## config.mk

```make
export PLATFORM = sky130hd
export DESIGN_NAME = adcc_core
export DESIGN_NICKNAME = d
export VERILOG_FILES = /design/src/hdl/adcc_core.v
export VERILOG_INCLUDE_DIRS = /design/src /design/src/shared
export SDC_FILE = /design/constraint.sdc
export NUM_CORES = 1
export LEC_CHECK = 0
export BUFFER_PORTS_ARGS = -buffer_cell sky130_fd_sc_hd__buf_4
export CAP_MARGIN = 20
export CORE_MARGIN = 2
export CORE_UTILIZATION = 40
export CTS_CLUSTER_DIAMETER = 100
export DETAILED_ROUTE_END_ITERATION = 16
export PLACE_DENSITY = 0.68
export SYNTH_ARGS = -nofsm -noshare
export SYNTH_HDL_FRONTEND = slang
export SYNTH_SLANG_ARGS = --single-unit
```

## constraint.sdc

```tcl
create_clock -name clk_i -period 1.9 [get_ports clk_i]
set_clock_uncertainty 0.15 [all_clocks]
set_input_delay 0 -clock clk_i [delete_from_list [all_inputs] [get_ports clk_i]]
set_output_delay 0 -clock clk_i [all_outputs]
set_load 0.05 [all_outputs]
```

## src/shared/adcc_defs.vh

```
/*
  constants for the converter control block: field layout, reset values,
  timing counts. assumes a 100 MHz system clock; master clock arrives on a pin.
*/
`ifndef ADCC_DEFS_VH
`define ADCC_DEFS_VH
`define ADCC_CAL_W        14
`define ADCC_REG_W        16
`define ADCC_OFFSET_RST   14'h2000
`define ADCC_GAIN_RST     14'h2000
`define ADCC_SETUP_NS     10
`define ADCC_CLK_NS       10
`define ADCC_SETUP_CYC    ((`ADCC_SETUP_NS + `ADCC_CLK_NS - 1) / `ADCC_CLK_NS)
`define ADCC_HALF_CONV    33
`define ADCC_HALF_LATE    35
`define ADCC_SEL_ALL      2'h0
`define ADCC_SEL_BOTH     2'h1
`define ADCC_SEL_OFFSET   2'h2
`define ADCC_SEL_GAIN     2'h3
`define ADCC_PTR_GAIN     4'h0
`define ADCC_PTR_OFFSET   4'h1
`define ADCC_PTR_LAST_ALL 4'h9
`endif

```

## src/hdl/adcc_core.v

```verilog
/*
  converter timing and calibration register access.
  assumes master clock and start arrive asynchronously on pins; the host bus
  is a strobed parallel port already synchronous to clk_i.
*/
`timescale 1ns/1ps
`default_nettype none
`include "adcc_defs.vh"
module adcc_core #(
  parameter CAL_W = `ADCC_CAL_W
) (
  // clock and reset
  input  wire                  clk_i,
  input  wire                  resetn_i,
  // converter pins
  input  wire                  master_clock_input_i,
  input  wire                  conversion_start_n_i,
  output reg                   busy_o,
  output reg                   hold_o,
  // control register write
  input  wire                  ctrl_wr_i,
  input  wire                  ctrl_sw_start_i,
  input  wire                  ctrl_cal_sel_wr_i,
  input  wire                  cal_select_high_i,
  input  wire                  cal_select_low_i,
  // calibration register access and software start flag
  input  wire                  cal_wr_i,
  input  wire                  cal_rd_i,
  input  wire                  byte_mode_i,
  input  wire                  high_byte_enable_i,
  input  wire [15:0]           cal_wdata_i,
  output reg  [15:0]           cal_rdata_o,
  output wire                  sw_start_o,
  output wire [CAL_W-1:0]      offset_correction_o,
  output wire [CAL_W-1:0]      gain_correction_o,
  output wire [3:0]            cal_ptr_o
);
  // ----------------------------------------
  // pin synchronisers
  // ----------------------------------------
  reg [2:0] mclk_sync_reg;
  reg [2:0] start_sync_reg;
  reg       mclk_reg;
  reg       start_n_reg;
  always @(posedge clk_i) begin
    if (!resetn_i) begin
      mclk_sync_reg  <= 3'h0;
      start_sync_reg <= 3'h7;
      mclk_reg       <= 1'b0;
      start_n_reg    <= 1'b1;
    end else begin
      mclk_sync_reg  <= {mclk_sync_reg[1:0], master_clock_input_i};
      start_sync_reg <= {start_sync_reg[1:0], conversion_start_n_i};
      if (mclk_sync_reg[2] == mclk_sync_reg[1])
        mclk_reg <= mclk_sync_reg[1];
      if (start_sync_reg[2] == start_sync_reg[1])
        start_n_reg <= start_sync_reg[1];
    end
  end
  wire mclk_now   = (mclk_sync_reg[2] == mclk_sync_reg[1]) ? mclk_sync_reg[1] : mclk_reg;
  wire start_now  = (start_sync_reg[2] == start_sync_reg[1]) ? start_sync_reg[1] : start_n_reg;
  wire mclk_fall  = mclk_reg & ~mclk_now;
  wire mclk_edge  = mclk_reg ^ mclk_now;
  wire start_rise = ~start_n_reg & start_now;

  // ----------------------------------------
  // conversion sequencer
  // ----------------------------------------
  localparam ST_IDLE = 2'h0;
  localparam ST_WAIT = 2'h1;
  localparam ST_CONV = 2'h2;
  reg [1:0] state_reg;
  reg [5:0] half_cnt_reg;
  reg [5:0] half_target_reg;
  reg [3:0] lead_cnt_reg;
  reg       sw_start_reg;
  wire      trig = start_rise | (ctrl_wr_i & ctrl_sw_start_i);
  always @(posedge clk_i) begin
    if (!resetn_i) begin
      state_reg       <= ST_IDLE;
      half_cnt_reg    <= 6'h0;
      half_target_reg <= 6'h0;
      lead_cnt_reg    <= 4'h0;
      busy_o          <= 1'b0;
      hold_o          <= 1'b0;
      sw_start_reg    <= 1'b0;
    end else begin
      if (ctrl_wr_i && ctrl_sw_start_i && state_reg == ST_IDLE)
        sw_start_reg <= 1'b1;
      case (state_reg)
        ST_IDLE: begin
          if (trig) begin
            hold_o       <= 1'b1;
            lead_cnt_reg <= 4'h0;
            state_reg    <= ST_WAIT;
          end
        end
        ST_WAIT: begin
          if (lead_cnt_reg != 4'hf)
            lead_cnt_reg <= lead_cnt_reg + 4'h1;
          if (mclk_fall) begin
            busy_o       <= 1'b1;
            half_cnt_reg <= 6'h0;
            if (lead_cnt_reg >= `ADCC_SETUP_CYC)
              half_target_reg <= 6'd`ADCC_HALF_CONV;
            else
              half_target_reg <= 6'd`ADCC_HALF_LATE;
            state_reg <= ST_CONV;
          end
        end
        ST_CONV: begin
          if (mclk_edge)
            half_cnt_reg <= half_cnt_reg + 6'h1;
          if (mclk_edge && half_cnt_reg == half_target_reg - 6'h1) begin
            busy_o       <= 1'b0;
            hold_o       <= 1'b0;
            sw_start_reg <= 1'b0;
            state_reg    <= ST_IDLE;
          end
        end
        default: state_reg <= ST_IDLE;
      endcase
    end
  end
  assign sw_start_o = sw_start_reg;

  // ----------------------------------------
  // calibration registers and pointer
  // ----------------------------------------
  reg [CAL_W-1:0] offset_reg;
  reg [CAL_W-1:0] gain_reg;
  reg [1:0]       sel_reg;
  reg [3:0]       ptr_reg;
  wire [1:0]      sel_in    = {cal_select_high_i, cal_select_low_i};
  wire [3:0]      ptr_start = (sel_in == `ADCC_SEL_OFFSET) ? `ADCC_PTR_OFFSET : `ADCC_PTR_GAIN;
  wire [3:0]      ptr_last  = (sel_reg == `ADCC_SEL_ALL)  ? `ADCC_PTR_LAST_ALL :
                              (sel_reg == `ADCC_SEL_BOTH) ? `ADCC_PTR_OFFSET :
                              (sel_reg == `ADCC_SEL_OFFSET) ? `ADCC_PTR_OFFSET : `ADCC_PTR_GAIN;
  wire [3:0]      ptr_first = (sel_reg == `ADCC_SEL_OFFSET) ? `ADCC_PTR_OFFSET : `ADCC_PTR_GAIN;
  wire            access    = cal_wr_i | cal_rd_i;
  wire            done_word = access & (~byte_mode_i | high_byte_enable_i);
  always @(posedge clk_i) begin
    if (!resetn_i) begin
      offset_reg  <= `ADCC_OFFSET_RST;
      gain_reg    <= `ADCC_GAIN_RST;
      sel_reg     <= `ADCC_SEL_ALL;
      ptr_reg     <= `ADCC_PTR_GAIN;
      cal_rdata_o <= 16'h0;
    end else begin
      if (ctrl_cal_sel_wr_i) begin
        sel_reg <= sel_in;
        ptr_reg <= ptr_start;
      end else begin
        if (cal_wr_i && ptr_reg == `ADCC_PTR_OFFSET) begin
          if (!byte_mode_i)
            offset_reg <= cal_wdata_i[CAL_W-1:0];
          else if (!high_byte_enable_i)
            offset_reg[7:0] <= cal_wdata_i[7:0];
          else
            offset_reg[CAL_W-1:8] <= cal_wdata_i[CAL_W-9:0];
        end
        if (cal_wr_i && ptr_reg == `ADCC_PTR_GAIN) begin
          if (!byte_mode_i)
            gain_reg <= cal_wdata_i[CAL_W-1:0];
          else if (!high_byte_enable_i)
            gain_reg[7:0] <= cal_wdata_i[7:0];
          else
            gain_reg[CAL_W-1:8] <= cal_wdata_i[CAL_W-9:0];
        end
        if (cal_rd_i) begin
          if (ptr_reg == `ADCC_PTR_OFFSET)
            cal_rdata_o <= {2'h0, offset_reg};
          else if (ptr_reg == `ADCC_PTR_GAIN)
            cal_rdata_o <= {2'h0, gain_reg};
          else
            cal_rdata_o <= 16'h0;
        end
        if (done_word)
          ptr_reg <= (ptr_reg == ptr_last) ? ptr_first : ptr_reg + 4'h1;
      end
    end
  end
  assign offset_correction_o = offset_reg;
  assign gain_correction_o   = gain_reg;
  assign cal_ptr_o           = ptr_reg;
endmodule
`default_nettype wire

```

Word level (Yosys, flattened, before mapping)
Cells that the tools add are included.
{"block": "classes", "add_sub_neg": 4, "n_lt_le_gt_ge": 1, "eq_ne": 18, "n_mux": 33, "bitwise": 12, "reduce_logical": 23}
{"op": "$mux W14", "n": 3}
{"op": "$mux W4", "n": 7}
{"op": "$reduce_and A3 Y1", "n": 9}
{"op": "$mux W6", "n": 3}
{"op": "$ne A2 B2 Y1 const B", "n": 6}
{"op": "$pmux W6 S2", "n": 1}
{"op": "$mux W1", "n": 10}
{"op": "$add A4 B1 Y4 const B", "n": 2}
{"op": "$mux W2", "n": 4}
{"op": "$mux W8", "n": 1}
{"op": "$pmux W4 S2", "n": 1}
{"op": "$reduce_bool A2 Y1", "n": 4}
{"op": "$add A6 B1 Y6 const B", "n": 1}
{"op": "$eq A2 B2 Y1 const B", "n": 3}
{"op": "$eq A6 B6 Y1", "n": 1}
{"op": "$pmux W2 S3", "n": 1}
{"op": "$sub A6 B1 Y6 const B", "n": 1}
{"op": "$logic_and A1 B1 Y1", "n": 5}
{"op": "$and A1 B1 Y1", "n": 4}
{"op": "$eq A2 B1 Y1 const B", "n": 2}
{"op": "$eq A4 B1 Y1 const B", "n": 1}
{"op": "$eq A4 B4 Y1", "n": 1}
{"op": "$ge A4 B1 Y1 const B", "n": 1}
{"op": "$logic_not A2 Y1", "n": 2}
{"op": "other kinds (9)", "n": 17}
{"block": "totals", "ff_bits": 79, "in_bits": 29, "word_cells": 109}

Logic depth before layout (Yosys ltp)
{"block": "logic_depth", "depth_word": 8, "mapped_depth": 8, "mapped_depth_nobuf": 7}

Least setup slack after synthesis
OpenSTA, ideal clock, no wires.
{"block": "synth_timing", "kind": "reg-to-reg", "start": "register ptr_reg[0] (netlist: cal_ptr_o[0])", "end": "register offset_reg[0] (netlist: offset_correction_o[0])", "setup_ns": 0.128, "arrival_time_ns": 1.806, "required_ns": 1.622, "path_slack_ns": -0.183, "stages_incl_launch_ff": 6, "n_path_buf": 0, "period_less_slack_ns": 2.083, "path_cell_list": "dfxtp_1 -> ha_1 -> nor3b_4 -> nand3_2 -> mux2i_1 -> nor2_1"}
{"block": "synth_between", "elab_chain_len": 3}
{"item": "start, declared", "line_no": "adcc_core.v:133", "text": "reg [3:0] ptr_reg;"}
{"item": "start signal, assigned", "line_no": "adcc_core.v:147", "text": "ptr_reg <= `ADCC_PTR_GAIN;"}
{"item": "start signal, assigned", "line_no": "adcc_core.v:152", "text": "ptr_reg <= ptr_start;"}
{"item": "start signal, assigned", "line_no": "adcc_core.v:179", "text": "ptr_reg <= (ptr_reg == ptr_last) ? ptr_first : ptr_reg + 4'h1;"}
{"item": "$eq A4 B1 Y1 (no line)"}
{"item": "$logic_and A1 B1 Y1 (no line)"}
{"item": "$reduce_and A3 Y1 (no line)"}
{"item": "end signal, assigned", "line_no": "adcc_core.v:144", "text": "offset_reg <= `ADCC_OFFSET_RST;"}
{"item": "end signal, assigned", "line_no": "adcc_core.v:156", "text": "offset_reg <= cal_wdata_i[CAL_W-1:0];"}
{"item": "end signal, assigned", "line_no": "adcc_core.v:158", "text": "offset_reg[7:0] <= cal_wdata_i[7:0];"}
{"item": "end, declared", "line_no": "adcc_core.v:130", "text": "reg [CAL_W-1:0] offset_reg;"}
No other way between the ends.
A chain may end at the register's enable or synchronous reset.

Worst setup path after layout
{"block": "layout_timing", "start": "register half_target_reg[0]", "end": "register hold_o"}
{"block": "layout_between", "elab_chain_len": 5}
{"item": "start, declared", "line_no": "adcc_core.v:74", "text": "reg [5:0] half_target_reg;"}
{"item": "start signal, assigned", "line_no": "adcc_core.v:105", "text": "half_target_reg <= 6'd`ADCC_HALF_CONV;"}
{"item": "start signal, assigned", "line_no": "adcc_core.v:107", "text": "half_target_reg <= 6'd`ADCC_HALF_LATE;"}
{"item": "$sub A6 B1 Y6", "line_no": "adcc_core.v:114", "text": "if (mclk_edge && half_cnt_reg == half_target_reg - 6'h1) begin"}
{"item": "$eq A6 B6 Y1", "line_no": "adcc_core.v:114"}
{"item": "$logic_and A1 B1 Y1", "line_no": "adcc_core.v:114"}
{"item": "$ne A2 B2 Y1 (no line)"}
{"item": "$reduce_and A3 Y1 (no line)"}
{"item": "end signal, assigned", "line_no": "adcc_core.v:85", "text": "hold_o <= 1'b0;"}
{"item": "end signal, assigned", "line_no": "adcc_core.v:93", "text": "hold_o <= 1'b1;"}
{"item": "end signal, assigned", "line_no": "adcc_core.v:116", "text": "hold_o <= 1'b0;"}
{"item": "end, declared", "line_no": "adcc_core.v:19", "text": "output reg hold_o,"}
No other way between the ends.

==> run summary <==
Detail Route Antenna Nets = 0
post-placement cell area = 0.00396 mm²
io pins = 80
largest net degree at the start of global routing = 36
critical path peak fanout = 3
GRT Total Usage = 19.7%
number of buffers created by CTS = 9
Synth warnings = 0
Max-Slew Margin vs Limit = 38.9%
crit start category = flop
initial core utilization = 41.6%
die area = 0.00885 mm²
post-route cell area = 0.00456 mm²
CTS tree = done
RSZ-0062 raised after global routing = true
antenna violations before repair = 0
Rows = 32
setup violators final = 0
count leader, synth = dfxtp_1
Final nets = 502
Die Y = 94.1 µm
vias in the first global route = 2857
critical path cell sequence = inv_1 -> ha_4 -> xnor2_1 -> or4_4 -> o31ai_4 -> nor2_1
Die X = 94.1 µm
Vias = 2929
Final Max Tran Viols = 0
grt total ovfl = 0
total core area = 0.00781 mm²
CP arrival = 1.98 ns
Initial DRC Count = 110
CTS Root Cell = clkbuf_8
WS Path Type = flop to flop
drt drc = 0
Num Clock Sinks = 73
Crit-path slowest cell = or4_4
WP data required = 1.99 ns
layout cells sized above 1 = 29.5%
Post-Route WL = 8650 µm
Post-synth top flop = dfxtp_1
Critical path buffers and inverters = 1
highest clock rate = 528 MHz
Post-Syn Instances = 347
H-tree levels = 3
Pwr per Cell Area = 768 mW/mm²
min-delay worst type = input port to flop
Clock transition at path regs = 0.08 ns
post-layout min period = 1.89 ns
flops & latches, synth = 73
Mapped Area = 0.00325 mm²
Power, Total = 0.00350 W
Tcrit/Tclk final = 99.6%
max-cap violations = 0
Post-synth ARST share = 0%
fillers = 666
Synth area leaders = dfxtp_1 45%, mux2i_1 9.6%, nor2_1 8.0%
GPL Wtd Cong = 0.805
P&R area growth vs syn = 40.4%
VDD IR max = 0.482 mV
area leader, netlist = dfxtp_1
hold violation count in the final report = 0
Post-synth EDFFs = 0
first-pass GRT wire length = 13600 µm
Yosys cell types = 50
most frequent cells after synthesis = 73 x dfxtp_1, 69 x nor2_1, 31 x mux2i_1
dpl hpwl = 5600 µm
Clk Latency, worst-skew pair = 0.34 ns
largest delay contributor family on the critical path = simple AND/OR/NAND/NOR gates
status = finished clean
leakage power = 2.09 nW
CP Capture Type = flop
syn_area_per_cell = 9.35 µm²
# diodes = 0
critical path's largest stage delay = 0.52 ns
vias per cell = 5.14
WL/cell = 15.2 µm
top cell type's share of synthesized area = 45.0%
IO buf count = 75
Clock Path Buffers = 2
Worst Tran Pin Value = 0.915 ns
Seq/Total Area, Yosys = 45.0%
router iterations before antenna repair = 5
[metal layers]
layer	global-route usage [%]	vias to the layer above	part of all wire, %
met2	34.4	93	50
met1	22.4	1388	41
met3	6.02	7	7.4
met5	0	-	0
li1	-	1441	-
met4	7.73	0	1.1
[where the power goes]
group / total (W) / internal [W] / switching [W]
Sequential: 0.00162 / 0.00158 / 0.0000408
Combinational: 0.000609 / 0.000249 / 0.000360
Clock: 0.00127 / 0.000679 / 0.000586
Total: 0.00350 / 0.00251 / 0.000987
[worst register-to-register path, stage by stage, from the launching register on]
cell	delay, ns
dfxtp_2	0.32
inv_1	0.10
ha_4	0.21
xnor2_1	0.14
or4_4	0.52
o31ai_4	0.27
nor2_1	0.08
[area by class of cell]
class	count	area, µm²	area share (%)
Clock inverter	4	51.3	1.13
Inverter	10	37.5	0.824
Timing Repair Buffer	123	1000	21.9
Clock buffer	12	155	3.40
Tap cell	102	128	2.80
Sequential cell	73	1470	32.2
Multi-Input combinational cell	246	1720	37.7
[worst paths after layout]
path,from,endpoint,slack [ns],cells past startpoint
hold reg to reg,start_sync_reg[0],start_sync_reg[1],0.26,1
setup reg to reg,half_target_reg[0],hold_o,0.007,6
hold / removal,ctrl_wr_i,hold_o,0.05,5
setup / recovery,half_target_reg[0],hold_o,0.007,6
[placed cells by master (no fill, tap or decap), drive strengths merged, types with 2 or more instances in the layout]
cell / synthesis / final
inv: 10 / 10
and2: 5 / 5
and3b: 2 / 2
o211ai: 3 / 3
nand3: 7 / 7
a221oi: 15 / 15
xor2: 4 / 4
nor2b: 3 / 3
and3: 2 / 2
buf: 8 / 94
nand2b: 10 / 10
nor3b: 2 / 2
conb: 1 / 2
a31oi: 2 / 2
nor4b: 4 / 4
o31a: 2 / 2
dfxtp: 73 / 73
xnor2: 5 / 5
mux2: 6 / 6
nand4: 2 / 2
o21ai: 22 / 22
ha: 10 / 10
nor2: 69 / 69
a21oi: 10 / 10
dlygate4sd3: 0 / 29
nand2: 12 / 12
clkbuf: 11 / 12
mux2i: 31 / 31
clkinv: 0 / 2
[cells by family after synthesis]
group | Yosys count | share of synthesized area, %
and+or+nand+nor | 125 | 19.8
DFF | 73 | 45.0
AOI/OAI and AO/OA | 63 | 13.3
muxes | 37 | 11.6
buffers and inverters | 29 | 3.82
adders and majority gates | 10 | 3.86
xor gates and xnor gates | 9 | 2.43
other | 1 | 0.116
[through the flow]
stage / std cells / hold slack (ns) / utilization, % / setup slack, ns / setup TNS [ns]
after floorplan: 348 / -0.0770 / - / 0.0140 / 0
after global placement: 519 / 0.0382 / 50.7 / -0.144 / -0.976
after detailed placement: 519 / 0.0417 / 50.7 / -0.268 / -2.67
after CTS: 566 / 0.0271 / 57.6 / -0.0100 / -0.0100
after global routing: 570 / 0.0840 / 58.4 / -0.0489 / -0.218
final: 570 / 0.0476 / 58.4 / 0.00685 / 0
[what timing repair did]
action / 4_1_cts / 5_1_grt
setup buffers: 2 / 4
resized for setup: 7 / 6
endpoints found under the hold margin: 62 / 0
hold buffers: 29 / 0
setup endpoints to repair: 19 / 21
pin swaps: 5 / 2
Note: power is estimated with default switching activity, not from simulation.
